===== src/rcs_pkg.sv =====
// constants and types for the reference clock output selector
// assumes a single 25 MHz system clock and a synchronous active-high reset
//
// What this block does
// - side A enable bit 6 low puts output A in high-Z; reset value 1.
// - side A bit 5 gives external input A rate: 0 T1, 1 E1; reset 0.
// - side A select 0..28 picks recovered channel clock, 29..31 external input; reset 1.
// - side B enable bit 6 low puts output B in high-Z; reset value 1.
// - side B bit 5 gives external input B rate: 0 T1, 1 E1; reset 0.
// - side B select 0..28 picks recovered channel clock, 29..31 external input; reset 1.
// - T1 rate means 1.544 MHz, E1 rate means 2.048 MHz.
package rcs_pkg;
  localparam logic [9:0] REF_A_OFS = 10'h240;
  localparam logic [9:0] REF_B_OFS = 10'h280;
  localparam logic [9:0] STATUS_OFS = 10'h2A0;
  localparam logic [6:0] CFG_RST = 7'h41;
  localparam logic [4:0] SEL_LAST_CH = 5'h1C;
  localparam int NUM_CH = 29;
  localparam int CLK_KHZ = 25000;
  localparam int T1_KHZ = 1544;
  localparam int E1_KHZ = 2048;
  localparam int WIN_US = 1000;
  localparam int WIN_CYCLES = CLK_KHZ * WIN_US / 1000;
  localparam int CNT_W = 16;

  typedef struct packed {
    logic oe;
    logic e1;
    logic [4:0] sel;
  } rcs_cfg_t;

  typedef struct packed {
    logic rd;
    logic wr;
    logic [9:0] addr;
    logic [7:0] wdata;
    logic be0;
  } rcs_req_t;
endpackage


===== src/rcs_top.sv =====
// reference clock output selector: two output sides with Avalon-MM registers
// assumes recovered and external clocks are synchronous samples at I_CLK
//
// Decided for this implementation: the Avalon-MM interface to the registers.
`timescale 1ns/100ps

module rcs_side #(
  parameter int WIN = rcs_pkg::WIN_CYCLES
) (
  input wire logic i_clk,
  input wire logic i_reset,
  input wire rcs_pkg::rcs_cfg_t i_cfg,
  input wire logic [rcs_pkg::NUM_CH-1:0] i_recov,
  input wire logic i_ext,
  input wire logic i_win,
  output logic o_ref,
  output logic o_fault
);
  import rcs_pkg::*;
  localparam int EXP_T1 = T1_KHZ * WIN / CLK_KHZ;
  localparam int EXP_E1 = E1_KHZ * WIN / CLK_KHZ;
  localparam int TOL_T1 = EXP_T1 / 32 + 1;
  localparam int TOL_E1 = EXP_E1 / 32 + 1;

  logic ext_prev_reg;
  logic [CNT_W-1:0] cnt_reg;
  logic sel_clk;
  logic in_range;
  int cnt_i;

  always_comb begin
    if (i_cfg.sel <= SEL_LAST_CH) begin
      sel_clk = i_recov[i_cfg.sel];
    end else begin
      sel_clk = i_ext;
    end
  end

  // retimed so the pin comes from a flop; costs one cycle of skew
  always_ff @(posedge i_clk) begin
    if (i_reset) begin
      o_ref <= 1'b0;
    end else begin
      o_ref <= sel_clk;
    end
  end

  always_ff @(posedge i_clk) begin
    if (i_reset) begin
      ext_prev_reg <= 1'b0;
    end else begin
      ext_prev_reg <= i_ext;
    end
  end

  always_ff @(posedge i_clk) begin
    if (i_reset) begin
      cnt_reg <= '0;
    end else if (i_win) begin
      cnt_reg <= {{(CNT_W-1){1'b0}}, i_ext & ~ext_prev_reg};
    end else if (i_ext & ~ext_prev_reg & ~&cnt_reg) begin
      cnt_reg <= cnt_reg + 1'b1;
    end
  end

  // rate flag picks the nominal edge count per window
  always_comb begin
    cnt_i = int'(cnt_reg);
    if (i_cfg.e1) begin
      in_range = (cnt_i >= EXP_E1 - TOL_E1) && (cnt_i <= EXP_E1 + TOL_E1);
    end else begin
      in_range = (cnt_i >= EXP_T1 - TOL_T1) && (cnt_i <= EXP_T1 + TOL_T1);
    end
  end

  always_ff @(posedge i_clk) begin
    if (i_reset) begin
      o_fault <= 1'b0;
    end else if (i_win) begin
      o_fault <= ~in_range;
    end
  end

  rate_check_a: assert property (@(posedge i_clk) disable iff (i_reset)
    i_win |=> o_fault == !$past(in_range)) else $error("rate fault not taken from window count");
  mux_follow_a: assert property (@(posedge i_clk) disable iff (i_reset)
    !i_reset |=> o_ref == $past(i_cfg.sel <= SEL_LAST_CH ? i_recov[i_cfg.sel] : i_ext))
    else $error("reference output does not follow selected source");
  // fault only moves at a window end, so software reads a settled value
  fault_hold_a: assert property (@(posedge i_clk) disable iff (i_reset)
    !i_win |=> $stable(o_fault))
    else $error("rate fault changed between windows");
  count_restart_a: assert property (@(posedge i_clk) disable iff (i_reset)
    i_win |=> cnt_reg[CNT_W-1:1] == '0)
    else $error("edge count not restarted at window end");
  recov_sel_a: assert property (@(posedge i_clk) disable iff (i_reset)
    i_cfg.sel <= SEL_LAST_CH |=> o_ref == $past(i_recov[i_cfg.sel]))
    else $error("reference output not on selected channel");
endmodule // rcs_side

module rcs_top #(
  parameter int WIN_CYCLES = rcs_pkg::WIN_CYCLES
) (
  // clock and reset
  input wire logic I_CLK,
  input wire logic I_RESET,
  // avalon-mm slave
  input wire logic [9:0] I_AVS_ADDRESS,
  input wire logic I_AVS_READ,
  input wire logic I_AVS_WRITE,
  input wire logic [31:0] I_AVS_WRITEDATA,
  input wire logic [3:0] I_AVS_BYTEENABLE,
  output logic [31:0] O_AVS_READDATA,
  output logic O_AVS_WAITREQUEST,
  // clock sources
  input wire logic [rcs_pkg::NUM_CH-1:0] I_RECOV_CLK,
  input wire logic I_EXT_CLK_A,
  input wire logic I_EXT_CLK_B,
  // reference output pins
  output logic O_REF_A,
  output logic O_REF_A_OE,
  output logic O_REF_B,
  output logic O_REF_B_OE
);
  import rcs_pkg::*;
  localparam int WW = $clog2(WIN_CYCLES + 1);

  rcs_req_t req;
  rcs_cfg_t cfg_a_reg;
  rcs_cfg_t cfg_b_reg;
  logic waitreq_reg;
  logic [31:0] rdata_reg;
  logic [31:0] rdata_next;
  logic [WW-1:0] win_cnt_reg;
  logic win_reg;
  logic fault_a;
  logic fault_b;
  logic req_on;
  logic wr_go;

  assign req = '{rd: I_AVS_READ, wr: I_AVS_WRITE, addr: I_AVS_ADDRESS,
                 wdata: I_AVS_WRITEDATA[7:0], be0: I_AVS_BYTEENABLE[0]};
  assign req_on = req.rd | req.wr;
  // write lands on the edge where the master sees waitrequest low
  assign wr_go = req.wr & ~waitreq_reg & req.be0;

  // one wait state for every access
  always_ff @(posedge I_CLK) begin
    if (I_RESET) begin
      waitreq_reg <= 1'b1;
    end else begin
      waitreq_reg <= ~(req_on & waitreq_reg);
    end
  end

  always_ff @(posedge I_CLK) begin
    if (I_RESET) begin
      cfg_a_reg <= CFG_RST;
    end else if (wr_go && req.addr == REF_A_OFS) begin
      cfg_a_reg <= req.wdata[6:0];
    end
  end

  always_ff @(posedge I_CLK) begin
    if (I_RESET) begin
      cfg_b_reg <= CFG_RST;
    end else if (wr_go && req.addr == REF_B_OFS) begin
      cfg_b_reg <= req.wdata[6:0];
    end
  end

  // unmapped addresses read zero
  always_comb begin
    rdata_next = 32'h0;
    case (req.addr)
      REF_A_OFS: rdata_next = {25'h0, cfg_a_reg};
      REF_B_OFS: rdata_next = {25'h0, cfg_b_reg};
      // status: external selection flags above the two rate faults
      STATUS_OFS: begin
        rdata_next = {28'h0, cfg_b_reg.sel > SEL_LAST_CH, cfg_a_reg.sel > SEL_LAST_CH, fault_b, fault_a};
      end
      default: rdata_next = 32'h0;
    endcase
  end

  always_ff @(posedge I_CLK) begin
    if (I_RESET) begin
      rdata_reg <= 32'h0;
    end else if (req.rd & waitreq_reg) begin
      rdata_reg <= rdata_next;
    end
  end

  // measurement window divider
  always_ff @(posedge I_CLK) begin
    if (I_RESET) begin
      win_cnt_reg <= '0;
      win_reg <= 1'b0;
    end else if (win_cnt_reg == WW'(WIN_CYCLES - 1)) begin
      win_cnt_reg <= '0;
      win_reg <= 1'b1;
    end else begin
      win_cnt_reg <= win_cnt_reg + 1'b1;
      win_reg <= 1'b0;
    end
  end

  // both sides share one window so their faults update together
  rcs_side #(.WIN(WIN_CYCLES)) u_side_a (
    .i_clk(I_CLK),
    .i_reset(I_RESET),
    .i_cfg(cfg_a_reg),
    .i_recov(I_RECOV_CLK),
    .i_ext(I_EXT_CLK_A),
    .i_win(win_reg),
    .o_ref(O_REF_A),
    .o_fault(fault_a)
  );

  rcs_side #(.WIN(WIN_CYCLES)) u_side_b (
    .i_clk(I_CLK),
    .i_reset(I_RESET),
    .i_cfg(cfg_b_reg),
    .i_recov(I_RECOV_CLK),
    .i_ext(I_EXT_CLK_B),
    .i_win(win_reg),
    .o_ref(O_REF_B),
    .o_fault(fault_b)
  );

  assign O_REF_A_OE = cfg_a_reg.oe;
  assign O_REF_B_OE = cfg_b_reg.oe;
  assign O_AVS_READDATA = rdata_reg;
  assign O_AVS_WAITREQUEST = waitreq_reg;

  oe_a_write_a: assert property (@(posedge I_CLK) disable iff (I_RESET)
    wr_go && req.addr == REF_A_OFS |=> O_REF_A_OE == $past(I_AVS_WRITEDATA[6]))
    else $error("output A enable not taken from write");
  oe_b_write_a: assert property (@(posedge I_CLK) disable iff (I_RESET)
    wr_go && req.addr == REF_B_OFS |=> O_REF_B_OE == $past(I_AVS_WRITEDATA[6]))
    else $error("output B enable not taken from write");
  rate_a_write_a: assert property (@(posedge I_CLK) disable iff (I_RESET)
    wr_go && req.addr == REF_A_OFS |=> cfg_a_reg.e1 == $past(I_AVS_WRITEDATA[5]))
    else $error("input A rate flag not taken from write");
  rate_b_write_a: assert property (@(posedge I_CLK) disable iff (I_RESET)
    wr_go && req.addr == REF_B_OFS |=> cfg_b_reg.e1 == $past(I_AVS_WRITEDATA[5]))
    else $error("input B rate flag not taken from write");
  reset_value_a: assert property (@(posedge I_CLK)
    I_RESET |=> cfg_a_reg == CFG_RST && cfg_b_reg == CFG_RST && O_REF_A_OE && O_REF_B_OE)
    else $error("configuration not at reset value");
  b_readback_a: assert property (@(posedge I_CLK) disable iff (I_RESET)
    req.rd && waitreq_reg && req.addr == REF_B_OFS |=> O_AVS_READDATA == {25'h0, $past(cfg_b_reg)})
    else $error("side B register readback wrong");
  reserved_zero_a: assert property (@(posedge I_CLK) disable iff (I_RESET)
    req.rd && !waitreq_reg |-> O_AVS_READDATA[31:7] == 25'h0)
    else $error("reserved bits not zero");
  one_wait_a: assert property (@(posedge I_CLK) disable iff (I_RESET)
    req_on && waitreq_reg |=> !O_AVS_WAITREQUEST ##1 O_AVS_WAITREQUEST)
    else $error("wait request not one cycle");
  sel_b_ext_a: assert property (@(posedge I_CLK) disable iff (I_RESET)
    cfg_b_reg.sel > SEL_LAST_CH && $stable(cfg_b_reg) |=> O_REF_B == $past(I_EXT_CLK_B))
    else $error("output B not on external input");

  // selection, strobes, readback, wait request, window pulse and enable hold
  sel_a_ext_a: assert property (@(posedge I_CLK) disable iff (I_RESET)
    cfg_a_reg.sel > SEL_LAST_CH && $stable(cfg_a_reg) |=> O_REF_A == $past(I_EXT_CLK_A))
    else $error("output A not on external input");
  sel_a_write_a: assert property (@(posedge I_CLK) disable iff (I_RESET)
    wr_go && req.addr == REF_A_OFS |=> cfg_a_reg.sel == $past(I_AVS_WRITEDATA[4:0]))
    else $error("source select A not taken from write");
  sel_b_write_a: assert property (@(posedge I_CLK) disable iff (I_RESET)
    wr_go && req.addr == REF_B_OFS |=> cfg_b_reg.sel == $past(I_AVS_WRITEDATA[4:0]))
    else $error("source select B not taken from write");
  // a write without byte 0 must leave both registers untouched
  strobe_ignore_a: assert property (@(posedge I_CLK) disable iff (I_RESET)
    req.wr && !req.be0 |=> $stable(cfg_a_reg) && $stable(cfg_b_reg))
    else $error("write without byte enable changed a register");
  a_readback_a: assert property (@(posedge I_CLK) disable iff (I_RESET)
    req.rd && waitreq_reg && req.addr == REF_A_OFS |=> O_AVS_READDATA == {25'h0, $past(cfg_a_reg)})
    else $error("side A register readback wrong");
  unmapped_zero_a: assert property (@(posedge I_CLK) disable iff (I_RESET)
    req.rd && waitreq_reg && req.addr != REF_A_OFS && req.addr != REF_B_OFS && req.addr != STATUS_OFS
      |=> O_AVS_READDATA == 32'h0)
    else $error("unmapped address did not read zero");
  status_ext_a: assert property (@(posedge I_CLK) disable iff (I_RESET)
    req.rd && waitreq_reg && req.addr == STATUS_OFS |=> O_AVS_READDATA[3:2] == {$past(cfg_b_reg.sel > SEL_LAST_CH), $past(cfg_a_reg.sel > SEL_LAST_CH)})
    else $error("status external flags wrong");
  status_fault_a: assert property (@(posedge I_CLK) disable iff (I_RESET)
    req.rd && waitreq_reg && req.addr == STATUS_OFS |=> O_AVS_READDATA[1:0] == $past({fault_b, fault_a}))
    else $error("status rate faults wrong");
  wait_idle_a: assert property (@(posedge I_CLK) disable iff (I_RESET)
    !req_on |=> O_AVS_WAITREQUEST)
    else $error("wait request low while idle");
  win_pulse_a: assert property (@(posedge I_CLK) disable iff (I_RESET)
    win_reg |=> !win_reg)
    else $error("window enable longer than one cycle");
  oe_hold_a: assert property (@(posedge I_CLK) disable iff (I_RESET)
    !wr_go |=> $stable(O_REF_A_OE) && $stable(O_REF_B_OE))
    else $error("output enable changed without a write");

  ext_a_c: cover property (@(posedge I_CLK) disable iff (I_RESET) cfg_a_reg.sel == 5'h1F);
  hiz_b_c: cover property (@(posedge I_CLK) disable iff (I_RESET) !O_REF_B_OE);
  e1_fault_c: cover property (@(posedge I_CLK) disable iff (I_RESET) cfg_a_reg.e1 && win_reg);
  st_read_c: cover property (@(posedge I_CLK) disable iff (I_RESET) req.rd && req.addr == STATUS_OFS && !waitreq_reg);
  fault_b_c: cover property (@(posedge I_CLK) disable iff (I_RESET) fault_b);
endmodule // rcs_top


===== config.mk =====
export PLATFORM = sky130hd
export DESIGN_NAME = rcs_top
export DESIGN_NICKNAME = d
export VERILOG_FILES = /design/src/rcs_pkg.sv /design/src/rcs_top.sv
export SDC_FILE = /design/constraint.sdc
export NUM_CORES = 1
export LEC_CHECK = 0
export BUFFER_PORTS_ARGS = -buffer_cell sky130_fd_sc_hd__buf_4
export CAP_MARGIN = 15
export CORE_ASPECT_RATIO = 0.7
export CORE_UTILIZATION = 30
export CTS_BUF_LIST = sky130_fd_sc_hd__clkbuf_4
export DETAILED_ROUTE_END_ITERATION = 10
export GPL_ROUTABILITY_DRIVEN = 1
export RECOVER_POWER = 50
export SLEW_MARGIN = 0
export SYNTH_ARGS = -nofsm -noshare
export SYNTH_HDL_FRONTEND = slang
export SYNTH_SLANG_ARGS = --single-unit

===== constraint.sdc =====
create_clock -name I_CLK -period 4 [get_ports I_CLK]
set_input_delay 0.4 -clock I_CLK [delete_from_list [all_inputs] [get_ports I_CLK]]
set_output_delay 0.4 -clock I_CLK [all_outputs]
set_load 0.02 [all_outputs]

Word level (Yosys, flattened, before mapping)
Index checks and enable logic that the tools add are counted.
{ "word_totals": {"register_bits": 101, "in_bits": 81, "out_inout_bits": 37} }
{ "classes": {"add_sub_neg": 3, "order_cmp": 14, "eq_ne": 4, "mux": 14, "bitwise_logic": 15, "n_reduce_logical": 14} }
{ "op_table": {"columns": ["cell", "count"], "rows": [
  ["16-bit by 11-bit greater-or-equal comparator with 1-bit output, second input constant", 4],
  ["16-bit by 1-bit adder with 16-bit output, second input constant", 2],
  ["16-bit by 11-bit less-or-equal comparator with 1-bit output, second input constant", 2],
  ["16-bit by 12-bit less-or-equal comparator with 1-bit output, second input constant", 2],
  ["16-bit AND reduction", 2],
  ["10-bit == test, second input constant", 3],
  ["7-bit case mux with 3 select lines", 1],
  ["15-bit by 1-bit adder with 15-bit output, second input constant", 1],
  ["15-bit == test, second input constant", 1],
  ["5-bit by 6-bit less-than comparator with 1-bit output, second input constant", 2],
  ["1-bit 2-to-1 mux", 11],
  ["1-bit binary-select mux with 5-bit select", 2],
  ["5-bit greater-than comparator, second input constant", 2],
  ["5-bit less-or-equal comparator, second input constant", 2],
  ["1-bit bitwise AND", 8],
  ["1-bit logical AND", 6],
  ["1-bit NOT", 6],
  ["2-bit nonzero test", 2],
  ["2-bit OR reduction", 2],
  ["1-bit logical NOT", 2],
  ["1-bit bitwise OR", 1]
]} }

Depth between registers and ports, before layout
Gate-level depths: netlist of run 1.
{ "depth": {"depth_word": 5, "depth_mapped": 7, "ltp_nobuf": 7} }

Hierarchy
A second synthesis of run 1 with hierarchy kept.
{ "unflattened": {"cells_unflattened": 509, "area_unflattened_um2": 4554.4} }
{ "modules_own_cells": {"columns": ["module", "instances", "cells_per_inst", "area_per_inst_um2", "seq_area_each_um2"], "rows": [
  ["rcs_side", 2, 154, 1335.0, 380.4],
  ["rcs_top", 1, 201, 1884.3, 760.7]
]} }

Worst setup path before layout of run 1
OpenSTA, ideal clock, no wires.
{ "synth_path": {"path_type": "input to register", "start": "input I_AVS_ADDRESS[2]", "end": "register rdata_reg[4], in the netlist O_AVS_READDATA[4]", "setup_ps": 75, "arrival_ps": 1830, "slack_ps": 2095, "stages": 4, "path_buffers": 0, "path_cell_list": "or4b_4 -> or2_1 -> or4b_4 -> o21ai_0"} }
{ "synth_between": {"elab_chain_cells": 2, "word_cells_on_any_way": 4, "classes_between": "eq/ne (3); mux (1)"} }
{ "synth_lines": {"columns": ["element", "line_no", "source"], "rows": [
  ["start: declaration", "rcs_top.sv:108", "input wire logic [9:0] I_AVS_ADDRESS,"],
  ["10-bit == test", "rcs_top.sv:175", "case (req.addr)"],
  ["7-bit case mux with 3 select lines (*)", "rcs_top.sv:175", null],
  ["end signal: assignment", "rcs_top.sv:190", "rdata_reg <= rdata_next;"],
  ["end: declaration", "rcs_top.sv:132", "logic [31:0] rdata_reg;"]
]} }
Every way passes the cells marked *; elsewhere a longest branch is shown, timed or not.
A chain may end at the register's enable or synchronous reset.

==> metrics.csv, run 1 <==
stage;metric;value;unit
outcome;outcome;completed;
yosys;Cells after Synth;529;
placed_design;PortBufs;64;
layout;fraction of layout cells with a size suffix above 1;14.9;%
placed_design;HPWL after DPL;8.26;mm
power;Seq pwr share;53.8;%
cts;CTS tree;done;
drt;DR iter-0 viols;252;
drt;DR pass1 iterations;5;
sta;post-layout min period;2.67;ns
power;Pwr Total;1.44;mW
drt;Vias;4040;
drt;final routed DRC violation total;0;
sta;Slew headroom;9.45;%
power;Comb pwr share;10.1;%
cts;CTS resizes;0;
critical_path;reg-to-reg startpoint;u_side_b.cnt_reg[9]$_SDFFE_PP0P_;
drt;Vias per Instance;5.19;
critical_path;register-to-register setup slack;1.70;ns
yosys;dominant synthesized flop cell;dfxtp_1;
cts;clock tree sinks;76;
critical_path;Setup CP Type;in2reg;
global_routing;antenna violations before repair;0;
layout;final core utilization;34.9;%
sta;final hold vios;0;
power;leak pwr;1.87;nW
critical_path;Worst setup EP type;register;
power;Psw;364;uW
critical_path;reg2reg path depth;5;
cts;clock tree root driver cell;clkbuf_4;
sta;Worst Max-Slew Pin Slew;1.36;ns
critical_path;reg2reg end;u_side_b.cnt_reg[15]$_SDFFE_PP0P_;
global_routing;Overflow after GRT;0;
sta;hold slack;0.186;ns
drt;DR WL/cell;14.3;um
worst_hold_path;Hold WC Path Type;in2reg;
yosys;synthesized cell area;0.00451;mm2
cts;Num CTS Buffers;9;
critical_path;Critical Path Sink;u_side_b.o_ref$_SDFF_PP0_;
yosys;Synth async-reset ratio;0;%
sta;Highest Clock Rate;0.375;GHz
floorplan;die footprint;0.0155;mm2
sta;setup TNS;0;ns
layout;synth-to-layout area growth;13.7;%
cts;hold_buf cts;0;
yosys;Yosys warning total;0;
drt;DRT Wirelength;11.1;mm
floorplan;Die Width;149;um
power;Int Pwr;1.08;mW
floorplan;Die Ht;105;um
cts;Clock transition at path regs;0.12;ns
floorplan;Core Box Area;0.0147;mm2
floorplan;Placement Rows;37;
sta;Final setup viols;0;
sta;Slew Viols, Final;0;
critical_path;CP Max Fanout;30;
cts;Worst-Skew Late Latency;0.42;ns
global_routing;Total GRT Usage;14.5;%
placed_design;GP Congestion;0.889;
sta;Final period util;66.7;%
yosys;Yosys reg bits;76;
cts;CTS Buffer Depth;2;
yosys;number of synthesized flops with an enable pin;0;
cts;Setup Buffers After CTS;0;
critical_path;worst endpoint required time;4.27;ns
floorplan;Starting Density;30.7;%
power;Clk network pwr share;36.2;%
power;Net Sw Frac;25.2;%
yosys;sequential cell area fraction in the yosys report;33.7;%
layout;Final #Nets;667;
placed_design;placed cell area;0.00502;mm2
floorplan;top-level I/O count;118;
flow_run;MaxCap Viol Count;0;
power;Power Density;281;mW/mm2
drt;Antenna Nets Post-Route;0;
yosys;Yosys cell types;57;
critical_path;Critical Path Start;I_RESET;
critical_path;Startpoint Class;input pin;
global_routing;vias in the first global route;3666;
layout;n_diodes;0;
yosys;syn_area_per_cell;8.53;um2
layout;Final Instance Area;0.00513;mm2
cts;htree depth;3;
global_routing;first-pass GRT wire length;18.2;mm
critical_path;worst path arrival time;2.94;ns
sta;RSZ-0062 raised after global routing;false;
power;worst vdd ir;0.000134;V
sta;clock skew;0.0165;ns
global_routing;largest net degree at the start of global routing;31;
==> routing by layer <==
layer | GRT usage [%] | share of wire (%) | vias to the layer above
li1 | - | - | 1972
met1 | 20.5 | 50 | 1936
met4 | 3.76 | 1.1 | 0
met2 | 22.0 | 44 | 121
met3 | 3.06 | 4.9 | 11
met5 | 0 | 0 | -
==> layout make-up <==
| cell class | count | area (um2) |
|---|---|---|
| clock inverters | 7 | 91.3 |
| well taps | 195 | 244 |
| multi-input cells | 409 | 2710 |
| clock buffers | 9 | 67.6 |
| fillers | 1505 | 9550 |
| flip-flops and latches | 76 | 1520 |
| repair buffers | 64 | 432 |
| inverters | 18 | 67.6 |
==> worst min-delay path by stage <==
stage / startpoint / end / cells past startpoint
after floorplan: win_cnt_reg[0]$_SDFF_PP0_ / win_cnt_reg[0]$_SDFF_PP0_ / 1
after global placement: win_cnt_reg[0]$_SDFF_PP0_ / win_cnt_reg[0]$_SDFF_PP0_ / 1
after detailed placement: O_AVS_READDATA[5]$_SDFFE_PP0P_ / O_AVS_READDATA[5]$_SDFFE_PP0P_ / 2
after CTS: I_AVS_WRITE / O_AVS_WAITREQUEST$_SDFF_PP1_ / 2
after global routing: I_AVS_READ / O_AVS_WAITREQUEST$_SDFF_PP1_ / 2
final: I_AVS_WRITE / O_AVS_WAITREQUEST$_SDFF_PP1_ / 2
==> cells in the final DEF, fill, tap and decap left out, types with 13 or more instances in the layout <==
| cell | count |
|---|---|
| dfxtp_1 | 76 |
| nor2_1 | 73 |
| buf_4 | 50 |
| nand2_1 | 38 |
| mux2i_1 | 26 |
| conb_1 | 25 |
| nand3_1 | 23 |
| xnor2_1 | 18 |
| inv_1 | 17 |
| xor2_1 | 15 |
| o21ai_0 | 15 |
| a21oi_1 | 13 |
| clkbuf_1 | 13 |
==> power groups by stage <==
stage	Combinational, mW	Clock (mW)	Sequential, mW
floorplan	0.0999	0	0.792
global placement	0.144	0	0.791
CTS	0.148	0.543	0.775
global route	0.160	0.570	0.777
detailed placement	0.147	0	0.792
finish	0.145	0.521	0.775
==> Yosys cell counts, drive strengths merged, types with 10 or more instances <==
library cell / count / area share [%]
nor2b: 11 / 1.5
o211ai: 12 / 2.0
xor2: 15 / 2.9
o21ai: 16 / 1.9
nand4: 10 / 1.4
a21oi: 13 / 1.4
buf: 33 / 5.3
nand2: 38 / 3.2
clkbuf: 17 / 1.4
dfxtp: 76 / 34
xnor2: 18 / 3.5
nand3: 23 / 2.6
nor2: 73 / 6.1
inv: 17 / 1.4
mux2i: 26 / 5.8
==> critical path: stages <==
cell      delay (ns)
clkbuf_1        0.97
clkinv_1        0.77
and4_1          0.43
a22oi_1         0.17
o311ai_0        0.19
==> metrics by stage <==
step	setup slack (ns)	std cells
after floorplan	2.09	553
after global placement	1.86	762
after detailed placement	1.80	762
after CTS	1.74	778
after global routing	1.10	778
final	1.33	778
==> logic make-up after synthesis <==
logic type               Yosys count  synth area share (%)
AND/OR/NAND/NOR                  215                  25.3
AO/OA/AOI/OAI                     93                  14.6
flip-flops                        76                  33.7
buffers and inverters             68                  8.24
multiplexers                      35                  9.51
XOR/XNOR                          33                  6.41
adder cells (fa/ha/maj)            8                  2.22
other                              1                0.0831
Note: power is estimated with default switching activity, not from simulation.
==> inputs of run 2 (changes only) <==
==> constraint.sdc (replaced) <==
create_clock -name I_CLK -period 2.2 [get_ports I_CLK]
set_input_delay 0.22 -clock I_CLK [delete_from_list [all_inputs] [get_ports I_CLK]]
set_output_delay 0.22 -clock I_CLK [all_outputs]
set_load 0.02 [all_outputs]
==> metrics.csv, run 2 (synthesis results as in run 1) <==
stage;metric;value;unit
outcome;outcome;completed;
placed_design;GP Congestion;0.893;
layout;most frequent cells in the layout;dfxtp_1, nor2_1, buf_4, nand2_1, mux2i_1;
cts;htree depth;3;
global_routing;vias in the first global route;3864;
cts;Num CTS Buffers;9;
placed_design;placed cell area;0.00519;mm2
drt;final routed DRC violation total;0;
critical_path;Setup CP Type;reg2reg;
global_routing;largest net degree at the start of global routing;19;
layout;Final Instance Area;0.00528;mm2
floorplan;die footprint;0.0155;mm2
sta;setup TNS;0;ns
floorplan;Core Box Area;0.0147;mm2
layout;most common cell after layout, fill and taps aside;dfxtp_1;
worst_hold_path;Hold WC Path Type;in2reg;
sta;Final period util;93.9;%
global_routing;first-pass GRT wire length;18.9;mm
drt;DRT Wirelength;11.5;mm
cts;Worst-Skew Late Latency;0.42;ns
layout;Multi-input gate area;0.00271;mm2
sta;post-layout min period;2.07;ns
critical_path;slowest CP cell;or4b_4;
cts;Setup Buffers After CTS;0;
cts;clock tree root driver cell;clkbuf_4;
flow_run;MaxCap Viol Count;0;
critical_path;CP Max Fanout;11;
drt;DR pass1 iterations;5;
power;worst vdd ir;0.000304;V
sta;final hold vios;0;
critical_path;CP Cell Sequence;nand4_1 -> or4b_4 -> o21ai_2 -> mux2i_1 -> nor2_1;
layout;fraction of layout cells with a size suffix above 1;16.6;%
floorplan;Placement Rows;37;
critical_path;worst path arrival time;2.38;ns
power;Power Density;477;mW/mm2
critical_path;Worst setup EP type;register;
cts;CTS tree;done;
layout;Final #Nets;693;
global_routing;antenna violations before repair;0;
sta;Slew headroom;45.1;%
layout;Sequential Area;0.00152;mm2
layout;fillcell total;1523;
drt;Vias;4144;
layout;synth-to-layout area growth;17.1;%
critical_path;Startpoint Class;register;
critical_path;Worst path max stage delay;0.66;ns
cts;Clock transition at path regs;0.12;ns
floorplan;Die Width;149;um
drt;Antenna Nets Post-Route;0;
drt;Vias per Instance;5.16;
sta;RSZ-0062 raised after global routing;false;
sta;clock skew;0.0142;ns
sta;Slew Viols, Final;0;
floorplan;top-level I/O count;118;
sta;Worst Max-Slew Pin Slew;0.823;ns
global_routing;Total GRT Usage;15.0;%
power;leak pwr;1.95;nW
placed_design;PortBufs;64;
critical_path;CP delay by family, top;simple AND/OR/NAND/NOR gates;
floorplan;Die Ht;105;um
drt;DR WL/cell;14.3;um
sta;Final setup viols;0;
cts;CTS Buffer Depth;2;
global_routing;Overflow after GRT;0;
drt;DR iter-0 viols;299;
critical_path;worst endpoint required time;2.52;ns
critical_path;Worst Path Buf+Inv;0;
sta;Highest Clock Rate;0.484;GHz
floorplan;Starting Density;30.7;%
placed_design;HPWL after DPL;8.80;mm
cts;clock tree sinks;76;
layout;n_diodes;0;
[run 2: metrics by stage]
stage	power, mW	hold WS [ns]	utilization (%)	setup slack, ns	std cells
final	2.52	0.0353	36.0	0.135	803
after CTS	2.56	0.00557	36.4	0.0942	802
after global placement	1.71	0.440	35.3	0.198	784
after detailed placement	1.72	0.445	35.3	0.133	784
after floorplan	1.62	0.336	-	0.354	553
after global routing	2.65	0.0140	36.0	0.0479	803
[run 2: worst register-to-register path: stages (launching register included)]
cell and delay, ns:
dfxtp_1 0.47, nand4_1 0.24, or4b_4 0.66, o21ai_2 0.31, mux2i_1 0.22, nor2_1 0.05
[run 2: power by group]
group | internal, mW | switching, mW
clock | 0.348 | 0.487
combinational | 0.122 | 0.159
sequential | 1.39 | 0.0141
total | 1.86 | 0.660
[run 2: final cells by class]
class | count | area share, %
sequential | 76 | 28.8
clock inverter | 5 | 1.02
tap | 195 | 4.62
clock buffer | 10 | 1.42
multi-input combinational | 409 | 51.3
timing repair buffer | 90 | 11.6
inverter | 18 | 1.28
[run 2: metal layers]
metal / part of all wire (%) / track usage (%)
met1: 50 / 21.8
met2: 43 / 22.0
met3: 6.3 / 3.49
met4: 0.81 / 3.76
met5: 0 / 0
[run 2: final timing paths]
check / start / to / slack [ns] / cells past startpoint
max reg2reg: u_side_a.cnt_reg[3]$_SDFFE_PP0P_ / u_side_a.cnt_reg[1]$_SDFFE_PP0P_ / 0.13 / 5
max: u_side_a.cnt_reg[3]$_SDFFE_PP0P_ / u_side_a.cnt_reg[1]$_SDFFE_PP0P_ / 0.13 / 5
min reg2reg: O_AVS_READDATA[6]$_SDFFE_PP0P_ / O_AVS_READDATA[6]$_SDFFE_PP0P_ / 0.48 / 2
min: I_AVS_WRITEDATA[6] / O_REF_B_OE$_SDFFE_PP1P_ / 0.04 / 3
[run 2: repair_timing]
item / in CTS / in global routing
hold buffers: 3 / 1
gates resized for setup: 0 / 4
endpoints found under the setup margin: 0 / 4
hold endpoints to repair: 3 / 1
==> inputs of run 3 (changes only) <==
--- a/config.mk
+++ b/config.mk
@@ -5,13 +5,14 @@
 export SDC_FILE = /design/constraint.sdc
 export NUM_CORES = 1
 export LEC_CHECK = 0
-export BUFFER_PORTS_ARGS = -buffer_cell sky130_fd_sc_hd__buf_4
 export CAP_MARGIN = 15
 export CORE_ASPECT_RATIO = 0.7
 export CORE_UTILIZATION = 30
 export CTS_BUF_LIST = sky130_fd_sc_hd__clkbuf_4
 export DETAILED_ROUTE_END_ITERATION = 10
+export DONT_BUFFER_PORTS = 1
 export GPL_ROUTABILITY_DRIVEN = 1
+export GPL_TIMING_DRIVEN = 0
 export RECOVER_POWER = 50
 export SLEW_MARGIN = 0
 export SYNTH_ARGS = -nofsm -noshare
==> metrics.csv, run 3 (synthesis results as in run 1) <==
stage;metric;value;unit
outcome;outcome;completed;
floorplan;die footprint;0.0155;mm2
critical_path;Startpoint Class;register;
critical_path;Worst setup EP type;register;
drt;final routed DRC violation total;0;
floorplan;Die Ht;105;um
floorplan;Core Box Area;0.0147;mm2
sta;setup TNS;0;ns
drt;Vias;3995;
critical_path;worst path arrival time;2.41;ns
global_routing;vias in the first global route;3784;
sta;post-layout min period;2.09;ns
drt;DR pass1 iterations;5;
sta;final hold vios;0;
sta;RSZ-0062 raised after global routing;false;
floorplan;Starting Density;30.7;%
global_routing;Overflow after GRT;0;
sta;Slew headroom;46.1;%
worst_hold_path;Hold WC Path Type;in2reg;
sta;setup ws final;0.111;ns
sta;Final period util;95.0;%
power;Power Density;494;mW/mm2
cts;clock tree sinks;76;
critical_path;worst endpoint required time;2.52;ns
drt;Vias per Instance;5.17;
sta;clock skew;0.0170;ns
flow_run;MaxCap Viol Count;0;
placed_design;pre-CTS setup slack;-0.00659;ns
drt;Antenna Nets Post-Route;0;
cts;CTS Buffer Depth;2;
floorplan;top-level I/O count;118;
layout;n_diodes;0;
sta;Slew Viols, Final;0;
cts;clock tree root driver cell;clkbuf_4;
sta;Highest Clock Rate;0.479;GHz
layout;most frequent cells in the layout;dfxtp_1, nor2_1, nand2_1, buf_4, mux2i_1;
floorplan;Placement Rows;37;
power;leak pwr;1.85;nW
layout;fraction of layout cells with a size suffix above 1;11.4;%
global_routing;first-pass GRT wire length;18.9;mm
layout;Final #Nets;662;
power;worst vdd ir;0.000235;V
sta;Worst Max-Slew Pin Slew;0.802;ns
cts;CTS tree;done;
critical_path;CP Max Fanout;5;
floorplan;Die Width;149;um
placed_design;HPWL after DPL;8.83;mm
global_routing;antenna violations before repair;0;
drt;DR WL/cell;15.3;um
layout;final core utilization;34.7;%
cts;Clock transition at path regs;0.12;ns
drt;DRT Wirelength;11.8;mm
placed_design;GP Congestion;0.951;
critical_path;Setup CP Type;reg2reg;
drt;DR iter-0 viols;281;
cts;Worst-Skew Late Latency;0.43;ns
cts;htree depth;3;
layout;most common cell after layout, fill and taps aside;dfxtp_1;
global_routing;largest net degree at the start of global routing;12;
placed_design;PortBufs;0;
layout;synth-to-layout area growth;12.8;%
global_routing;Total GRT Usage;15.4;%
power;Pwr Total;2.51;mW
cts;Num CTS Buffers;9;
sta;Final setup viols;0;
-- run 3: worst paths after layout --
check | startpoint | to | slack (ns) | cells past startpoint
setup / recovery | u_side_b.cnt_reg[0]$_SDFFE_PP0P_ | u_side_b.cnt_reg[14]$_SDFFE_PP0P_ | 0.11 | 6
hold reg to reg | win_cnt_reg[0]$_SDFF_PP0_ | win_cnt_reg[0]$_SDFF_PP0_ | 0.48 | 1
hold / removal | I_RESET | u_side_b.cnt_reg[10]$_SDFFE_PP0P_ | 0.07 | 3
setup reg to reg | u_side_b.cnt_reg[0]$_SDFFE_PP0P_ | u_side_b.cnt_reg[14]$_SDFFE_PP0P_ | 0.11 | 6
-- run 3: final cells by class --
class	count	area (um2)
Buffer	48	299
Clock buffer	12	90.1
Clock inverter	3	38.8
Fill cell	1490	9590
Inverter	18	67.6
Multi-Input combinational cell	409	2720
Sequential cell	76	1520
Tap cell	195	244
Timing Repair Buffer	11	110
-- run 3: where the power goes --
part | leakage, nW | switching (mW) | internal [mW]
clock | 0.0748 | 0.482 | 0.375
combinational | 1.16 | 0.143 | 0.101
sequential | 0.615 | 0.0211 | 1.39
-- run 3: what timing repair did --
action / 4_1_cts / 5_1_grt
setup buffers: 0 / 0
resized for setup: 1 / 5
hold buffers: 11 / 0
hold endpoints to repair: 17 / 0
setup endpoints to repair: 1 / 15
-- run 3: routing by layer --
metal,GRT usage [%],vias up,part of all wire (%)
met3,4.15,18,6.2
li1,-,1967,-
met2,22.7,124,44
met1,21.6,1886,49
met4,4.71,0,1.2
met5,0,-,0
-- run 3: critical path: stages, from the launching register on --
cell and delay [ns]:
dfxtp_1 0.43, ha_1 0.26, nand2_1 0.16, nor3_2 0.30, o2111ai_1 0.30, o311ai_0 0.39
o41ai_1 0.13
-- run 3: per-stage QoR --
| stage | cell area [um2] | cells | hold slack (ns) |
|---|---|---|---|
| 2_1_floorplan | 4600 | 553 | 0.336 |
| 3_3_place_gp | 4850 | 748 | 0.339 |
| 3_5_place_dp | 4850 | 748 | 0.346 |
| 4_1_cts | 5090 | 774 | 0.0424 |
| 5_1_grt | 5090 | 772 | 0.0736 |
| 6_report | 5090 | 772 | 0.0718 |
